### src/hw/srw_map.svh
/*
  Register offsets, reset values and timing figures of the supervisor.
  Assumes a 100 MHz pclk and a 12-bit APB byte address.
*/
`ifndef SRW_MAP_SVH
`define SRW_MAP_SVH

`define SRW_ADDR_W        12
`define SRW_OFF_CTRL      12'h000
`define SRW_OFF_STATUS    12'h004
`define SRW_OFF_INT_STAT  12'h008
`define SRW_OFF_INT_MASK  12'h00C

`define SRW_CTRL_W        4
`define SRW_CTRL_RST      4'hD
`define SRW_IRQ_W         6
`define SRW_TMR_W         28

`define SRW_CLK_HZ        100000000
`define SRW_CYC_PER_MS    (`SRW_CLK_HZ / 1000)
`define SRW_CYC_PER_US    (`SRW_CLK_HZ / 1000000)
`define SRW_CLK_PERIOD_NS 10

`define SRW_NVM_WC_TYP_MS 5
`define SRW_NVM_WC_MAX_MS 10
`define SRW_POR_T0_MS     50
`define SRW_POR_T1_MS     200
`define SRW_POR_T2_MS     400
`define SRW_POR_T3_MS     800
`define SRW_WDT_T0_S      1.4
`define SRW_WDT_T1_MS     200
`define SRW_WDT_T2_MS     25
`define SRW_HOLD_LONG_MS  200
`define SRW_HOLD_SHORT_MS 25

`define SRW_MAN_QUAL_US   5
`define SRW_MAN_QUAL_CYC  (`SRW_MAN_QUAL_US * `SRW_CYC_PER_US)
`define SRW_MAN_CNT_W     10
`define SRW_LR_NS         500
`define SRW_LR_CYC        (`SRW_LR_NS / `SRW_CLK_PERIOD_NS)

`endif

### src/hw/srw_pkg.sv
/*
  Types of the supervisor: control word, interrupt bits, states.
  Assumes srw_map.svh supplies the widths.
*/
`include "srw_map.svh"

package srw_pkg;

  typedef struct packed {
    logic wdt_period_sel_hi;
    logic wdt_period_sel_lo;
    logic por_delay_sel_hi;
    logic por_delay_sel_lo;
  } srw_ctrl_t;

  typedef struct packed {
    logic nvm_done;
    logic third_fail;
    logic second_fail;
    logic supply_low;
    logic manual_reset;
    logic wdt_timeout;
  } srw_irq_t;

  typedef enum logic [2:0] {
    SRW_ST_LOW    = 3'b000,
    SRW_ST_POR    = 3'b001,
    SRW_ST_RUN    = 3'b010,
    SRW_ST_MANUAL = 3'b011,
    SRW_ST_WDT    = 3'b100
  } srw_state_t;

  typedef enum logic [2:0] {
    SRW_REG_CTRL   = 3'b000,
    SRW_REG_STATUS = 3'b001,
    SRW_REG_ISTAT  = 3'b010,
    SRW_REG_IMASK  = 3'b011,
    SRW_REG_NONE   = 3'b100
  } srw_reg_t;

endpackage

### src/hw/srw_sync.sv
/*
  Two-flop synchroniser for a group of pin levels.
  Assumes inputs are asynchronous to pclk; resets to zero.
*/
`timescale 1ns/1ps

module srw_sync #(
  parameter int W = 1
) (
  input  wire logic         pclk,
  input  wire logic         presetn,
  input  wire logic [W-1:0] d,
  output logic      [W-1:0] q
);

  logic [W-1:0] meta;

  always_ff @(posedge pclk or negedge presetn) begin
    if (!presetn) begin
      meta <= '0;
      q    <= '0;
    end else begin
      meta <= d;
      q    <= meta;
    end
  end

endmodule

### src/hw/srw_timer.sv
/*
  Down counter: load takes len, run decrements, expire on last tick.
  Assumes len is nonzero; load wins over run.
*/
`timescale 1ns/1ps
`include "srw_map.svh"

module srw_timer (
  input  wire logic                  pclk,
  input  wire logic                  presetn,
  input  wire logic                  load,
  input  wire logic                  run,
  input  wire logic [`SRW_TMR_W-1:0] len,
  output logic                       expire,
  output logic                       busy
);

  logic [`SRW_TMR_W-1:0] cnt;

  always_ff @(posedge pclk or negedge presetn) begin
    if (!presetn) begin
      cnt <= '0;
    end else if (load) begin
      cnt <= len;
    end else if (run && cnt != '0) begin
      cnt <= cnt - `SRW_TMR_W'(1);
    end
  end

  assign expire = run && !load && cnt == `SRW_TMR_W'(1);
  assign busy   = cnt != '0;

endmodule

### src/hw/srw_supervisor.sv
/*
  Supply supervisor with watchdog, manual reset and nonvolatile write
  timing, reached over APB.
  Assumes supply comparator and pin inputs are asynchronous; the write
  stop strobe comes from serial logic on pclk.
*/
// Added by the designer: the APB interface to the registers and the register addresses.
`timescale 1ns/1ps
`include "srw_map.svh"

module srw_supervisor #(
  parameter logic [`SRW_TMR_W-1:0] POR_CYC_0 =
    `SRW_TMR_W'(`SRW_POR_T0_MS * `SRW_CYC_PER_MS),
  parameter logic [`SRW_TMR_W-1:0] POR_CYC_1 =
    `SRW_TMR_W'(`SRW_POR_T1_MS * `SRW_CYC_PER_MS),
  parameter logic [`SRW_TMR_W-1:0] POR_CYC_2 =
    `SRW_TMR_W'(`SRW_POR_T2_MS * `SRW_CYC_PER_MS),
  parameter logic [`SRW_TMR_W-1:0] POR_CYC_3 =
    `SRW_TMR_W'(`SRW_POR_T3_MS * `SRW_CYC_PER_MS),
  parameter logic [`SRW_TMR_W-1:0] WDT_CYC_0 =
    `SRW_TMR_W'(int'(`SRW_WDT_T0_S * `SRW_CLK_HZ)),
  parameter logic [`SRW_TMR_W-1:0] WDT_CYC_1 =
    `SRW_TMR_W'(`SRW_WDT_T1_MS * `SRW_CYC_PER_MS),
  parameter logic [`SRW_TMR_W-1:0] WDT_CYC_2 =
    `SRW_TMR_W'(`SRW_WDT_T2_MS * `SRW_CYC_PER_MS),
  parameter logic [`SRW_TMR_W-1:0] HOLD_CYC_LONG =
    `SRW_TMR_W'(`SRW_HOLD_LONG_MS * `SRW_CYC_PER_MS),
  parameter logic [`SRW_TMR_W-1:0] HOLD_CYC_SHORT =
    `SRW_TMR_W'(`SRW_HOLD_SHORT_MS * `SRW_CYC_PER_MS),
  parameter logic [`SRW_TMR_W-1:0] NVM_CYC =
    `SRW_TMR_W'(`SRW_NVM_WC_TYP_MS * `SRW_CYC_PER_MS)
) (
  input  wire logic                  pclk,
  input  wire logic                  presetn,
  input  wire logic                  psel,
  input  wire logic                  penable,
  input  wire logic                  pwrite,
  input  wire logic [`SRW_ADDR_W-1:0] paddr,
  input  wire logic [31:0]           pwdata,
  output logic      [31:0]           prdata,
  output logic                       pready,
  output logic                       pslverr,
  input  wire logic                  main_supply_ok,
  input  wire logic                  second_supply_ok,
  input  wire logic                  third_supply_ok,
  input  wire logic                  manual_reset_in_n,
  input  wire logic                  wdt_restart_in,
  input  wire logic                  nv_write_stop,
  output logic                       reset_out_n,
  output logic                       low_supply_warn,
  output logic                       watchdog_expired_n,
  output logic                       second_supply_fail_n,
  output logic                       third_supply_fail_n,
  output logic                       nvm_write_busy,
  output logic                       irq
);

  //////////////////////////////////////////////////////////////////////
  // pin synchronisation and edges

  logic [4:0] pin_s;
  logic       sup_ok;
  logic       v2_ok;
  logic       v3_ok;
  logic       man_act;
  logic       restart_lvl;
  logic       restart_d;
  logic       restart_pulse;
  logic       sup_d;
  logic       v2_d;
  logic       v3_d;

  srw_sync #(.W(5)) u_sync (
    .pclk    (pclk),
    .presetn (presetn),
    .d       ({wdt_restart_in, ~manual_reset_in_n, third_supply_ok,
               second_supply_ok, main_supply_ok}),
    .q       (pin_s)
  );

  assign sup_ok      = pin_s[0];
  assign v2_ok       = pin_s[1];
  assign v3_ok       = pin_s[2];
  assign man_act     = pin_s[3];
  assign restart_lvl = pin_s[4];

  always_ff @(posedge pclk or negedge presetn) begin
    if (!presetn) begin
      restart_d <= 1'b0;
      sup_d     <= 1'b0;
      v2_d      <= 1'b0;
      v3_d      <= 1'b0;
    end else begin
      restart_d <= restart_lvl;
      sup_d     <= sup_ok;
      v2_d      <= v2_ok;
      v3_d      <= v3_ok;
    end
  end

  // width of the pulse is the host's job; any rising edge restarts
  // restart edge
  assign restart_pulse = restart_lvl && !restart_d;

  //////////////////////////////////////////////////////////////////////
  // registers and apb slave

  srw_pkg::srw_ctrl_t  ctrl;
  srw_pkg::srw_irq_t   int_stat;
  srw_pkg::srw_irq_t   int_mask;
  srw_pkg::srw_irq_t   ev;
  srw_pkg::srw_state_t state;
  logic [31:0]         rd_val;
  logic [31:0]         status_val;
  logic                setup;
  logic                wr;
  srw_pkg::srw_reg_t   wsel;

  function automatic srw_pkg::srw_reg_t reg_sel(
    input logic [`SRW_ADDR_W-1:0] a
  );
    case (a)
      `SRW_OFF_CTRL:     reg_sel = srw_pkg::SRW_REG_CTRL;
      `SRW_OFF_STATUS:   reg_sel = srw_pkg::SRW_REG_STATUS;
      `SRW_OFF_INT_STAT: reg_sel = srw_pkg::SRW_REG_ISTAT;
      `SRW_OFF_INT_MASK: reg_sel = srw_pkg::SRW_REG_IMASK;
      default:           reg_sel = srw_pkg::SRW_REG_NONE;
    endcase
  endfunction

  assign setup = psel && !penable;
  assign wsel  = reg_sel(paddr);
  assign wr    = psel && penable && pready && pwrite && !pslverr;

  assign status_val = {23'h0, nvm_write_busy, third_supply_fail_n,
                       second_supply_fail_n, watchdog_expired_n,
                       low_supply_warn, reset_out_n, state};

  always_comb begin
    case (wsel)
      srw_pkg::SRW_REG_CTRL:   rd_val = {28'h0, ctrl};
      srw_pkg::SRW_REG_STATUS: rd_val = status_val;
      srw_pkg::SRW_REG_ISTAT:  rd_val = {26'h0, int_stat};
      srw_pkg::SRW_REG_IMASK:  rd_val = {26'h0, int_mask};
      default:                 rd_val = 32'h0;
    endcase
  end

  // one wait-free access phase: answer is registered in the setup cycle
  always_ff @(posedge pclk or negedge presetn) begin
    if (!presetn) begin
      pready  <= 1'b0;
      pslverr <= 1'b0;
      prdata  <= 32'h0;
    end else begin
      pready  <= setup;
      pslverr <= setup && wsel == srw_pkg::SRW_REG_NONE;
      prdata  <= (setup && !pwrite) ? rd_val : 32'h0;
    end
  end

  always_ff @(posedge pclk or negedge presetn) begin
    if (!presetn) begin
      ctrl     <= `SRW_CTRL_RST;
      int_mask <= '0;
    end else if (wr) begin
      if (wsel == srw_pkg::SRW_REG_CTRL)
        ctrl <= pwdata[`SRW_CTRL_W-1:0];
      if (wsel == srw_pkg::SRW_REG_IMASK)
        int_mask <= pwdata[`SRW_IRQ_W-1:0];
    end
  end

  // a new event beats a write-one clear in the same cycle
  always_ff @(posedge pclk or negedge presetn) begin
    if (!presetn) begin
      int_stat <= '0;
    end else if (wr && wsel == srw_pkg::SRW_REG_ISTAT) begin
      int_stat <= (int_stat & ~pwdata[`SRW_IRQ_W-1:0]) | ev;
    end else begin
      int_stat <= int_stat | ev;
    end
  end

  always_ff @(posedge pclk or negedge presetn) begin
    if (!presetn)
      irq <= 1'b0;
    else
      irq <= |(int_stat & int_mask);
  end

  //////////////////////////////////////////////////////////////////////
  // period selection

  logic       wdt_en;
  logic [1:0] por_sel;
  logic [1:0] wdt_sel;

  assign por_sel = {ctrl.por_delay_sel_hi, ctrl.por_delay_sel_lo};
  assign wdt_sel = {ctrl.wdt_period_sel_hi, ctrl.wdt_period_sel_lo};
  assign wdt_en  = wdt_sel != 2'h3;

  function automatic logic [`SRW_TMR_W-1:0] por_len(input logic [1:0] s);
    case (s)
      2'h0:    por_len = POR_CYC_0;
      2'h1:    por_len = POR_CYC_1;
      2'h2:    por_len = POR_CYC_2;
      default: por_len = POR_CYC_3;
    endcase
  endfunction

  function automatic logic [`SRW_TMR_W-1:0] wdt_len(input logic [1:0] s);
    case (s)
      2'h0:    wdt_len = WDT_CYC_0;
      2'h1:    wdt_len = WDT_CYC_1;
      default: wdt_len = WDT_CYC_2;
    endcase
  endfunction

  function automatic logic [`SRW_TMR_W-1:0] hold_len(input logic [1:0] s);
    case (s)
      2'h2:    hold_len = HOLD_CYC_SHORT;
      default: hold_len = HOLD_CYC_LONG;
    endcase
  endfunction

  //////////////////////////////////////////////////////////////////////
  // timers

  logic por_exp;
  logic wdt_exp;
  logic hold_exp;
  logic lr_exp;
  logic nvm_exp;
  logic nvm_busy;
  logic nvm_start;
  logic sup_fall;

  assign sup_fall  = sup_d && !sup_ok;
  // a stop while busy is ignored; the host polls or waits
  assign nvm_start = nv_write_stop && !nvm_busy;

  // count only while in power-on hold
  srw_timer u_por (
    .pclk (pclk), .presetn (presetn),
    .load (state != srw_pkg::SRW_ST_POR),
    .run  (state == srw_pkg::SRW_ST_POR),
    .len  (por_len(por_sel)), .expire (por_exp), .busy ()
  );

  // reload on restart, on leaving run, and after expiry
  srw_timer u_wdt (
    .pclk (pclk), .presetn (presetn),
    .load (state != srw_pkg::SRW_ST_RUN || restart_pulse || !wdt_en),
    .run  (state == srw_pkg::SRW_ST_RUN && wdt_en),
    .len  (wdt_len(wdt_sel)), .expire (wdt_exp), .busy ()
  );

  srw_timer u_hold (
    .pclk (pclk), .presetn (presetn),
    .load (state != srw_pkg::SRW_ST_WDT),
    .run  (state == srw_pkg::SRW_ST_WDT),
    .len  (hold_len(wdt_sel)), .expire (hold_exp), .busy ()
  );

  srw_timer u_lr (
    .pclk (pclk), .presetn (presetn),
    .load (sup_fall), .run (1'b1),
    .len  (`SRW_TMR_W'(`SRW_LR_CYC)), .expire (lr_exp), .busy ()
  );

  // self-timed write, typical figure, under the maximum
  srw_timer u_nvm (
    .pclk (pclk), .presetn (presetn),
    .load (nvm_start), .run (1'b1),
    .len  (NVM_CYC), .expire (nvm_exp), .busy (nvm_busy)
  );

  //////////////////////////////////////////////////////////////////////
  // manual reset qualification

  logic [`SRW_MAN_CNT_W-1:0] man_cnt;
  logic                      man_ok;

  // accepted after 5 us held; shorter pulses are lost
  always_ff @(posedge pclk or negedge presetn) begin
    if (!presetn)
      man_cnt <= '0;
    else if (!man_act)
      man_cnt <= '0;
    else if (man_cnt != `SRW_MAN_CNT_W'(`SRW_MAN_QUAL_CYC))
      man_cnt <= man_cnt + `SRW_MAN_CNT_W'(1);
  end

  assign man_ok = man_cnt == `SRW_MAN_CNT_W'(`SRW_MAN_QUAL_CYC);

  //////////////////////////////////////////////////////////////////////
  // reset sequencing

  logic lr_fired;

  // supply loss outranks manual reset, which outranks the watchdog
  always_ff @(posedge pclk or negedge presetn) begin
    if (!presetn) begin
      state <= srw_pkg::SRW_ST_LOW;
    end else if (!sup_ok) begin
      state <= srw_pkg::SRW_ST_LOW;
    end else if (man_ok) begin
      state <= srw_pkg::SRW_ST_MANUAL;
    end else begin
      case (state)
        srw_pkg::SRW_ST_LOW: begin
          state <= srw_pkg::SRW_ST_POR;
        end
        srw_pkg::SRW_ST_MANUAL: begin
          state <= srw_pkg::SRW_ST_POR;
        end
        // leave hold for run only on elapsed delay
        srw_pkg::SRW_ST_POR: begin
          if (por_exp)
            state <= srw_pkg::SRW_ST_RUN;
        end
        srw_pkg::SRW_ST_RUN: begin
          if (wdt_exp)
            state <= srw_pkg::SRW_ST_WDT;
        end
        srw_pkg::SRW_ST_WDT: begin
          if (hold_exp)
            state <= srw_pkg::SRW_ST_RUN;
        end
        default: begin
          state <= srw_pkg::SRW_ST_LOW;
        end
      endcase
    end
  end

  // reset already held in any non-run state stays held on power-down
  always_ff @(posedge pclk or negedge presetn) begin
    if (!presetn)
      lr_fired <= 1'b1;
    else if (lr_exp || (state != srw_pkg::SRW_ST_RUN &&
                        state != srw_pkg::SRW_ST_LOW))
      lr_fired <= 1'b1;
    else if (state == srw_pkg::SRW_ST_RUN)
      lr_fired <= 1'b0;
  end

  //////////////////////////////////////////////////////////////////////
  // events and outputs

  always_comb begin
    ev              = '0;
    ev.wdt_timeout  = wdt_exp;
    ev.manual_reset = man_act &&
      man_cnt == `SRW_MAN_CNT_W'(`SRW_MAN_QUAL_CYC - 1);
    ev.supply_low   = sup_fall;
    ev.second_fail  = v2_d && !v2_ok;
    ev.third_fail   = v3_d && !v3_ok;
    ev.nvm_done     = nvm_exp;
  end

  always_ff @(posedge pclk or negedge presetn) begin
    if (!presetn) begin
      reset_out_n          <= 1'b0;
      low_supply_warn      <= 1'b1;
      watchdog_expired_n   <= 1'b1;
      second_supply_fail_n <= 1'b0;
      third_supply_fail_n  <= 1'b0;
      nvm_write_busy       <= 1'b0;
    end else begin
      // warning first, reset after the gap
      low_supply_warn      <= !sup_ok;
      reset_out_n          <= state == srw_pkg::SRW_ST_RUN ||
                              (state == srw_pkg::SRW_ST_LOW && !lr_fired);
      // watchdog output low through the hold
      watchdog_expired_n   <= state != srw_pkg::SRW_ST_WDT;
      second_supply_fail_n <= v2_ok;
      third_supply_fail_n  <= v3_ok;
      nvm_write_busy       <= nvm_start || (nvm_busy && !nvm_exp);
    end
  end

endmodule

### config.mk
export PLATFORM = sky130hd
export DESIGN_NAME = srw_supervisor
export DESIGN_NICKNAME = d
export VERILOG_FILES = /design/src/hw/srw_pkg.sv /design/src/hw/srw_sync.sv /design/src/hw/srw_timer.sv /design/src/hw/srw_supervisor.sv
export VERILOG_INCLUDE_DIRS = /design/src /design/src/hw
export SDC_FILE = /design/constraint.sdc
export NUM_CORES = 1
export LEC_CHECK = 0
export BUFFER_PORTS_ARGS = -buffer_cell sky130_fd_sc_hd__buf_4
export CAP_MARGIN = 20
export CORE_MARGIN = 3
export CORE_UTILIZATION = 60
export CTS_CLUSTER_SIZE = 8
export DETAILED_ROUTE_END_ITERATION = 10
export PLACE_DENSITY = 0.8
export SETUP_SLACK_MARGIN = 0.5
export SYNTH_ARGS = -nofsm -noshare
export SYNTH_HDL_FRONTEND = slang
export SYNTH_SLANG_ARGS = --single-unit
### constraint.sdc
create_clock -name pclk -period 2.9 [get_ports pclk]
set_clock_uncertainty 0.2 [all_clocks]
set_input_delay 0.29 -clock pclk [delete_from_list [all_inputs] [get_ports pclk]]
set_output_delay 0.29 -clock pclk [all_outputs]
set_load 0.005 [all_outputs]
==> impl_results.md, run 1 <==
- Leakage power: 0.005340 uW
- Clock share of power: 0.317
- Rel. slew slack: 0.5358
- Hold WS: 0.04802 ns
- H-tree levels: 4
- Final setup fails: 0
- Hold Path Class: input pin to flip-flop
- Top-area cell type share of the netlist area: 0.4623
- PD cells: 602.7 nW/um^2
- Hold Path Depth: 3
- First-pass GRT wire length: 41.34 mm
- Crit-path max cell delay: 0.56 ns
- RSZ-0062 raised after global routing: yes
- Die Height: 138.3 um
- CTS sink cnt: 200
- Final GP Congestion: 0.9237
- Clock root buffer: clkbuf_16
- Minimum clock period: 2.450 ns
- TritonCTS clock tree: built
- Dpl hpwl: 16.29 mm
- Cells taking the most area after synthesis: dfrtp_1, nor2_1, xnor2_1
- Synthesized flop and latch total: 200
- Fill count: 1,116
- # port buffers: 46
- CP Cell Sequence: or4_4, nor4_4, buf_4, nand3_4, or4_1, a21oi_1
- Initial Utilization: 0.6221
- Count of pins over their slew limit: 0
- Post-synth EDFFs: 0
- Pint: 5032 uW
- Boundary Pins: 96
- Vias in the first global route: 8,593
- Area Overhead vs Synth: 19.45%
- Proportion of power drawn by combinational gates: 0.230
- Critical Path RT: 3.05 ns
- R2R depth: 6
- Setup_tns: 0 ns
- Most frequent cells in the layout: dfrtp_1, buf_4, nor2_1
- Overflow after GRT: 0
- Detailed Routing Iterations Pass 1: 5
- Fraction of layout cells with a size suffix above 1: 0.2116
- WL per Instance: 17.84 um
- All-Layer GR Usage: 0.2566
- Post-route DRC: 0
- Vias: 8,943
- Cell row count: 47
- Synth unique cells: 68
- Via density: 6.254
- Drt total wl: 25.51 mm
- Main synth FF type: dfrtp_1
- CTS clk-pin slew, worst paths: 0.08 ns
- Critical setup path kind: flip-flop to flip-flop
- Seq/Total Area, Yosys: 0.4774
- Clk buf depth: 2
- Clock buffer count from CTS: 17
- Max-cap viol count: 0
- Psw: 2528 uW
- Cell Area, Synth: 10,500 um^2
- DR iter-0 viols: 695
- FMAX: 0.4081 GHz
- Worst path slowest cell: or4_4
- Die width: 138.3 um
- Slew of the pin with the lowest slew margin: 0.6900 ns
- Sw frac: 0.3344
- Most common cell after layout, fill and taps aside: dfrtp_1
- Die Area: 19,120 um^2
- Crit end category: flip-flop
- CP Max Fanout: 5
- Share of power burned in registers: 0.454
- Core Region: 16,880 um^2
- Maximum VDD drop: 0.5437 mV
- Final net count: 1,271
- Antenna violations before repair: 0
- Clock Latency Late Sink: 0.44 ns
- Synthesized instance count: 1,086
- Ant. Diodes: 0
- Largest net degree at the start of global routing: 62
- Arrival @ worst endpoint: 2.60 ns
- Startpoint Class: flip-flop
- Ys async rst share: 1.000
- Number of routed nets with antenna violations: 0
- Syn Area/Cell: 9.669 um^2
- Hold Vio Cnt, Final: 0
- Post-synth top area cell: dfrtp_1
- Fin crit share: 0.8449
- Status: finished, final reports clean
- Ys Warns: 0
## power groups by stage
| stage | logic [uW] | registers [uW] | clock network [uW] |
|---|---|---|---|
| global placement | 1490 | 3430 | 0 |
| detailed placement | 1540 | 3440 | 0 |
| CTS | 1600 | 3400 | 2410 |
| finish | 1740 | 3430 | 2390 |
| global route | 1920 | 3470 | 2550 |
| floorplan | 1140 | 3360 | 0 |
## path summary, 6_finish.rpt
kind,from,end,slack [ns]
setup / recovery,u_por.cnt[12],u_por.cnt[27],0.45
hold / removal,paddr[2],prdata[4],0.05
setup reg to reg,u_por.cnt[12],u_por.cnt[27],0.45
hold reg to reg,u_sync.meta[2],u_sync.q[2],0.15
max in group asynchronous,presetn,ctrl[3],1.57
min in group asynchronous,presetn,u_por.cnt[17],0.20
## sequential cells by signal, summed over array words and instances (netlist names), 3 cells and up
signal and flops:
u_wdt.cnt 28, u_sync.meta 5, int_mask 6, u_por.cnt 28, u_sync.q 5, state 3, ctrl 4, u_hold.cnt 28
int_stat 6, u_lr.cnt 28, prdata 9, man_cnt 10, u_nvm.cnt 28
## Yosys cell counts, types with 8 or more instances
cell and instances:
a211oi_1 11, a21oi_1 47, a31o_2 9, a31oi_1 26, and2_1 15, and3_1 13, buf_2 8, buf_4 23
clkbuf_1 30, dfrtp_1 194, ha_1 19, inv_1 32, mux2_2 12, nand2_1 77, nand2b_1 9, nand3_1 40
nand4_1 31, nor2_1 104, nor3_1 37, nor4_1 34, o21ai_0 54, o31ai_1 13, or3_1 31, or4_1 27
xnor2_1 38, xor2_1 22
## kinds of logic after synthesis
logic type | Yosys count | share of synthesized area
AND/OR/NAND/NOR | 473 | 0.2461
other | 1 | 0.0003571
XOR/XNOR | 60 | 0.05005
AO/OA/AOI/OAI | 217 | 0.1330
adder cells (fa/ha/maj) | 19 | 0.02264
flip-flops | 200 | 0.4774
buffers and inverters | 93 | 0.04242
multiplexers | 23 | 0.02812
## area by class of cell
cell class | instances | area (um^2) | area share
Timing Repair Buffer | 130 | 1065 | 0.08490
Tap cell | 220 | 275.3 | 0.02195
Clock buffer | 17 | 425.4 | 0.03392
Inverter | 32 | 120.1 | 0.009577
Sequential cell | 200 | 5014 | 0.3997
Clock inverter | 15 | 162.7 | 0.01297
Multi-Input combinational cell | 816 | 5480 | 0.4370
## per-stage QoR
step	instance area [um^2]	power [uW]	instances	utilization	worst slack [ns]
after floorplan	10640	4505	1108	-	0.5007
after global placement	11260	4913	1352	0.6672	0.3183
after detailed placement	11260	4972	1352	0.6672	0.2869
after CTS	12150	7415	1408	0.7201	0.4684
after global routing	12540	7937	1430	0.7431	0.3847
final	12540	7559	1430	0.7431	0.4498
## critical path: cells and delay by family (launching register included)
kind            cells  cell delay (ns)
flops               1             0.42
simple gates        4             1.39
compound gates      1             0.14
buf+inv             1             0.20
## layer usage
layer | wire length, um | part of all wire | track usage
met2 | 12990 | 0.51 | 0.4355
met4 | 441 | 0.017 | 0.07592
met1 | 10770 | 0.42 | 0.3404
met3 | 1311 | 0.051 | 0.04558
met5 | 0 | 0 | 0
## timing repair
action	CTS	global route
resized for setup	18	49
hold endpoints to repair	82	0
gates cloned	0	1
pin swaps	7	21
setup endpoints to repair	47	91
buffers inserted	9	21
hold buffers	15	0
Note: power is estimated with default switching activity, not from simulation.
==> inputs of run 2 (changes only) <==
--- a/config.mk
+++ b/config.mk
@@ -9,10 +9,10 @@
 export BUFFER_PORTS_ARGS = -buffer_cell sky130_fd_sc_hd__buf_4
 export CAP_MARGIN = 20
 export CORE_MARGIN = 3
-export CORE_UTILIZATION = 60
+export CORE_UTILIZATION = 54
 export CTS_CLUSTER_SIZE = 8
 export DETAILED_ROUTE_END_ITERATION = 10
-export PLACE_DENSITY = 0.8
+export PLACE_DENSITY = 0.76
 export SETUP_SLACK_MARGIN = 0.5
 export SYNTH_ARGS = -nofsm -noshare
 export SYNTH_HDL_FRONTEND = slang
==> constraint.sdc (replaced) <==
create_clock -name pclk -period 2.1 [get_ports pclk]
set_clock_uncertainty 0.2 [all_clocks]
set_input_delay 0.21 -clock pclk [delete_from_list [all_inputs] [get_ports pclk]]
set_output_delay 0.21 -clock pclk [all_outputs]
set_load 0.005 [all_outputs]
==> impl_results.md, run 2 (synthesis results as in run 1) <==
- Dpl hpwl: 19.48 mm (was 16.29 mm)
- Via density: 6.859 (was 6.254)
- Antenna violations before repair: 2 (was 0)
- Final worst slack: -0.6507 ns (was 0.4498 ns)
- Final cell count without fillers: 1,728 (was 1,430)
- Fraction of layout cells with a size suffix above 1: 0.4969 (was 0.2116)
- Hold_buf cts: 15 (unchanged)
- Pwr Total: 13,460 uW (was 7559 uW)
- Die Height: 145.4 um (was 138.3 um)
- H-tree levels: 4 (unchanged)
- Slew of the pin with the lowest slew margin: 0.8604 ns (was 0.6900 ns)
- Critical setup path kind: flip-flop to flip-flop (unchanged)
- Clock Latency Late Sink: 0.49 ns (was 0.44 ns)
- Final setup fails: 143 (was 0)
- PD cells: 814.9 nW/um^2 (was 602.7 nW/um^2)
- WL per Instance: 26.58 um (was 17.84 um)
- Rel. slew slack: 0.4116 (was 0.5358)
- Core Region: 18,890 um^2 (was 16,880 um^2)
- Number of routed nets with antenna violations: 0 (unchanged)
- Failing checks: negative hold slack, negative setup slack
- Hold Path Class: input pin to flip-flop (unchanged)
- Placed Cells incl. Taps: 1,558 (was 1,352)
- Vias: 11,850 (was 8,943)
- Die width: 145.4 um (was 138.3 um)
- Final GP Congestion: 0.8981 (was 0.9237)
- Clk buf depth: 2 (unchanged)
- Overflow after GRT: 0 (unchanged)
- Count of pins over their slew limit: 0 (unchanged)
- Setup_tns: -31.26 ns (was 0 ns)
- Die Area: 21,150 um^2 (was 19,120 um^2)
- RSZ-0062 raised after global routing: yes (unchanged)
- Critical Path RT: 2.29 ns (was 3.05 ns)
- Clock root buffer: clkbuf_16 (unchanged)
- Hold Vio Cnt, Final: 3 (was 0)
- Final net count: 1,526 (was 1,271)
- Status: complete, but fails checks (was finished, final reports clean)
- Startpoint Class: flip-flop (unchanged)
- Boundary Pins: 96 (unchanged)
- CTS sink cnt: 200 (unchanged)
- Hold WS: -0.04513 ns (was 0.04802 ns)
- Maximum VDD drop: 1.037 mV (was 0.5437 mV)
- First-pass GRT wire length: 55.32 mm (was 41.34 mm)
- Place WS: -0.3241 ns (was 0.2869 ns)
- Arrival @ worst endpoint: 2.94 ns (was 2.60 ns)
- CP Max Fanout: 4 (was 5)
- Leakage power: 0.007060 uW (was 0.005340 uW)
- Detailed Routing Iterations Pass 1: 6 (was 5)
- Clock buffer count from CTS: 17 (unchanged)
- Fin crit share: 1.310 (was 0.8449)
- CTS clk-pin slew, worst paths: 0.08 ns (about the same)
- Max-cap viol count: 0 (unchanged)
- Minimum clock period: 2.751 ns (was 2.450 ns)
- TritonCTS clock tree: built (unchanged)
- Vias in the first global route: 10,920 (was 8,593)
- Initial Utilization: 0.5558 (was 0.6221)
- Largest net degree at the start of global routing: 51 (was 62)
- FMAX: 0.3635 GHz (was 0.4081 GHz)
- Crit end category: flip-flop (unchanged)
- Post-route DRC: 0 (unchanged)
- # port buffers: 46 (unchanged)
- Most common cell after layout, fill and taps aside: buf_4 (was dfrtp_1)
- Area Overhead vs Synth: 57.33% (was 19.45%)
- DR iter-0 viols: 1,400 (was 695)
- Drt total wl: 45.93 mm (was 25.51 mm)
- All-Layer GR Usage: 0.3213 (was 0.2566)
- Cell row count: 50 (was 47)
- Most frequent cells in the layout: buf_4, dfrtp_1, nor2_1 (was dfrtp_1, buf_4, nor2_1)
==> run 2: changes by cell type in the layout (fill, tap and decap cells not counted), sizes merged <==
| cell | change |
|---|---|
| a311o | -1 |
| buf | +256 |
| bufinv | +3 |
| clkbuf | +2 |
| clkinv | -1 |
| diode | +3 |
| inv | -4 |
==> run 2: repair_timing <==
| action | CTS | global route |
|---|---|---|
| gates cloned | 4 | 0 |
| gates resized for setup | 185 | 160 |
| setup endpoints to repair | 166 | 170 |
| setup buffers | 63 | 53 |
| pin swaps | 102 | 100 |
| endpoints found under the hold margin | 229 | 6 |
==> run 2: final timing paths <==
| path | start | end | slack (ns) | depth (start not counted) |
|---|---|---|---|---|
| worst max-delay path | u_hold.cnt[25] | u_hold.cnt[26] | -0.65 | 5 |
| max in group asynchronous | presetn | ctrl[2] | 1.01 | 3 |
| worst min-delay path | pwrite | prdata[3] | -0.05 | 3 |
| worst min register to register | u_sync.meta[1] | u_sync.q[1] | 0.17 | 0 |
| worst max register to register | u_hold.cnt[25] | u_hold.cnt[26] | -0.65 | 5 |
| min in group asynchronous | presetn | u_por.cnt[1] | 0.03 | 2 |
==> run 2: per-stage QoR <==
step | area [um^2] | hold WS, ns | utilization
after floorplan | 11480 | -0.2856 | -
after global placement | 13320 | -0.03860 | 0.7050
after detailed placement | 13320 | -0.04215 | 0.7050
after CTS | 15410 | -0.08423 | 0.8159
after global routing | 16510 | -0.05342 | 0.8741
final | 16520 | -0.04513 | 0.8744
==> run 2: layer usage <==
layer | track usage | wire length, um | vias to the layer above | part of all wire
li1 | - | - | 4689 | -
met1 | 0.3817 | 15330 | 5703 | 0.33
met2 | 0.5599 | 22180 | 1057 | 0.48
met3 | 0.06291 | 4157 | 402 | 0.091
met4 | 0.1576 | 4252 | 2 | 0.093
met5 | 0 | 13 | - | 0.00028
==> run 2: layout make-up <==
class / count / area [um^2]
diodes: 3 / 7.507
inverters: 32 / 120.1
repair buffers: 386 / 3352
fillers: 734 / 2374
multi-input cells: 815 / 7059
well taps: 260 / 325.3
clock inverters: 13 / 191.4
clock buffers: 19 / 442.9
flip-flops and latches: 200 / 5021
==> run 2: power breakdown <==
part / internal (uW) / switching (uW) / total (uW) / leakage (uW)
sequential: 4240 / 457 / 4700 / 0.00251
combinational: 2340 / 2650 / 5000 / 0.00424
clock: 2040 / 1720 / 3760 / 0.000306
==> run 2: critical path, stage by stage, from the launching register on <==
cell,delay [ns]
dfrtp_1,0.41
or4_1,0.64
a2111oi_0,0.81
nand4_1,0.27
xor2_1,0.20
nor2_1,0.14
==> inputs of run 3 (changes only) <==
--- a/config.mk
+++ b/config.mk
@@ -13,6 +13,7 @@
 export CTS_CLUSTER_SIZE = 8
 export DETAILED_ROUTE_END_ITERATION = 10
 export PLACE_DENSITY = 0.76
+export REMOVE_ABC_BUFFERS = 1
 export SETUP_SLACK_MARGIN = 0.5
 export SYNTH_ARGS = -nofsm -noshare
 export SYNTH_HDL_FRONTEND = slang
==> impl_results.md, run 3 (synthesis results as in run 1) <==
- CP Cell Sequence: nor4_2, buf_4, nand4_1, nand4_1, buf_6, o21ai_0, a21oi_1 (was or4_1, a2111oi_0, nand4_1, xor2_1, nor2_1)
- Count of pins over their slew limit: 0 (unchanged)
- Crit end category: flip-flop (unchanged)
- Final setup fails: 151 (was 143)
- Final GP Congestion: 0.9087 (was 0.8981)
- Highest Signal Layer: met5 (unchanged)
- CTS clk-pin slew, worst paths: 0.08 ns (about the same)
- TritonCTS clock tree: built (unchanged)
- Clock Latency Late Sink: 0.47 ns (was 0.49 ns)
- Final net count: 1,553 (was 1,526)
- Max-cap viol count: 0 (unchanged)
- # port buffers: 46 (unchanged)
- Critical Path RT: 2.20 ns (was 2.29 ns)
- Hold Path Class: input pin to flip-flop (unchanged)
- Failing checks: negative setup slack (was negative hold slack, negative setup slack)
- Proportion of power drawn by combinational gates: 0.389 (was 0.371)
- Clk buf depth: 2 (unchanged)
- Most used cell, CP: nand4_1
- Worst path slowest cell: nor4_2 (was a2111oi_0)
- CTS sink cnt: 200 (unchanged)
- Fill count: 619 (was 734)
- DR iter-0 viols: 2,172 (was 1,400)
- Fin crit share: 1.541 (was 1.310)
- Antenna violations before repair: 4 (was 2)
- Final core occ: 0.9022 (was 0.8744)
- Reg2reg start: u_hold.cnt[25] (unchanged)
- Worst hold start: pwrite (unchanged)
- CP Max Fanout: 7 (was 4)
- Leakage power: 0.007439 uW (was 0.007060 uW)
- Boundary Pins: 96 (unchanged)
- Vias: 12,870 (was 11,850)
- Maximum VDD drop: 0.7521 mV (was 1.037 mV)
- Detailed Routing Iterations Pass 1: 8 (was 6)
- Clock buffer count from CTS: 17 (unchanged)
- Ant. Diodes: 0 (was 3)
- Drt total wl: 53.22 mm (was 45.93 mm)
- Clock root buffer: clkbuf_16 (unchanged)
- Final cell count without fillers: 1,751 (was 1,728)
- Met2 WL post-DR: 23.18 mm (was 22.18 mm)
- PD cells: 813.7 nW/um^2 (was 814.9 nW/um^2)
- Core Region: 18,890 um^2 (unchanged)
- Crit-path max cell delay: 0.68 ns (was 0.81 ns)
- Clock share of power: 0.270 (was 0.279)
- Number of routed nets with antenna violations: 0 (unchanged)
- WL per Instance: 30.39 um (was 26.58 um)
- Slew of the pin with the lowest slew margin: 0.8649 ns (was 0.8604 ns)
- Overflow after GRT: 0 (unchanged)
- R2R depth: 7 (was 5)
- Largest net degree at the start of global routing: 66 (was 51)
- Critical setup path kind: flip-flop to flip-flop (unchanged)
- Startpoint Class: flip-flop (unchanged)
- WP buf/inv: 2 (was 0)
- First-pass GRT wire length: 59.00 mm (was 55.32 mm)
- Initial Utilization: 0.5558 (unchanged)
- Rel. slew slack: 0.4207 (was 0.4116)
- Placed Cells incl. Taps: 1,580 (was 1,558)
- Minimum clock period: 3.236 ns (was 2.751 ns)
- Psw: 5214 uW (was 4828 uW)
- Pint: 8655 uW (was 8634 uW)
- M1 WL: 17.35 mm (was 15.33 mm)
- H-tree levels: 4 (unchanged)
- Delay-heaviest family, CP: simple AND/OR/NAND/NOR gates (unchanged)
- Pwr Total: 13,870 uW (was 13,460 uW)
- Die width: 145.4 um (unchanged)
- All-Layer GR Usage: 0.3411 (was 0.3213)
- R2R setup slack: -1.14 ns (was -0.65 ns)
- Arrival @ worst endpoint: 3.34 ns (was 2.94 ns)
- Hold Vio Cnt, Final: 0 (was 3)
- Cell row count: 50 (unchanged)
- Vias in the first global route: 11,170 (was 10,920)
- Hold Path Depth: 4 (was 3)
- Crit Reg-Reg Endpoint: u_hold.cnt[23] (was u_hold.cnt[26])
- Most common cell after layout, fill and taps aside: buf_4 (unchanged)
- Area Overhead vs Synth: 62.33% (was 57.33%)
- Final worst slack: -1.136 ns (was -0.6507 ns)
- Fraction of layout cells with a size suffix above 1: 0.5245 (was 0.4969)
- Die Height: 145.4 um (unchanged)
- Dpl hpwl: 18.96 mm (was 19.48 mm)
- Hold path endpoint: prdata[1] (was prdata[3])
- Met3 routed WL: 7.139 mm (was 4.157 mm)
- Via density: 7.351 (was 6.859)
- FMAX: 0.3090 GHz (was 0.3635 GHz)
- Share of power burned in registers: 0.341 (was 0.349)
- Die Area: 21,150 um^2 (unchanged)
- Status: complete, but fails checks (unchanged)
- Post-route DRC: 0 (unchanged)
- Hold_buf cts: 16 (was 15)
- RSZ-0062 raised after global routing: yes (unchanged)
- Sw frac: 0.3759 (was 0.3587)
- Most frequent cells in the layout: buf_4, dfrtp_1, nor2_1 (unchanged)
## run 3: per-layer routing
layer  up-vias  GRT usage
li1       4729          -
met1      6036     0.4197
met2      1490     0.5665
met3       610    0.07225
met4         6     0.1833
met5         -          0
## run 3: worst max-delay path by stage
stage / start / to / slack, ns / depth (start not counted)
after floorplan: u_hold.cnt[10] / u_hold.cnt[27] / -1.74 / 5
after CTS: u_hold.cnt[9] / u_hold.cnt[27] / -0.29 / 6
after global routing: u_hold.cnt[25] / u_hold.cnt[23] / -1.0 / 7
final: u_hold.cnt[25] / u_hold.cnt[23] / -1.14 / 7
after global placement: u_nvm.cnt[0] / u_nvm.cnt[24] / -0.39 / 7
after detailed placement: u_nvm.cnt[1] / u_nvm.cnt[24] / -0.46 / 7
## run 3: power by group through the flow
stage	sequential, uW	combinational (uW)	clock (uW)
floorplan	4640	1480	0
global route	4730	5490	3870
CTS	4580	3920	3570
detailed placement	4600	2990	0
finish	4730	5390	3750
global placement	4590	2900	0
## run 3: worst register-to-register path, stage by stage (launching register included)
cell	delay, ns
dfrtp_1	0.55
nor4_2	0.68
buf_4	0.27
nand4_1	0.37
nand4_1	0.30
buf_6	0.16
o21ai_0	0.09
a21oi_1	0.44
## run 3: layout make-up
class	instances	area, um^2	area share
clock buffers	20	466.7	0.02738
well taps	260	325.3	0.01909
inverters	32	120.1	0.007047
repair buffers	413	3686	0.2163
clock inverters	11	168.9	0.009910
flip-flops and latches	200	5017	0.2944
multi-input cells	815	7261	0.4260
## run 3: through the flow
| stage | instance area [um^2] | TNS, ns | hold WS, ns | worst slack, ns |
|---|---|---|---|---|
| detailed placement | 12720 | -20.92 | 0.06113 | -0.4606 |
| CTS | 15270 | -12.77 | -0.02300 | -0.2906 |
| finish | 17050 | -56.19 | 0.02053 | -1.136 |
| floorplan | 10260 | -72.76 | -0.2856 | -1.738 |
| global route | 17050 | -57.56 | 0.01659 | -0.9971 |
| global placement | 12720 | -16.56 | 0.05173 | -0.3865 |
## run 3: what timing repair did
item                                    4_1_cts  5_1_grt
endpoints found under the setup margin      167      174
gates cloned                                  5        1
buffers inserted                             52       66
pin swaps                                   139      121
gates resized for setup                     295      264
hold endpoints to repair                     91        5
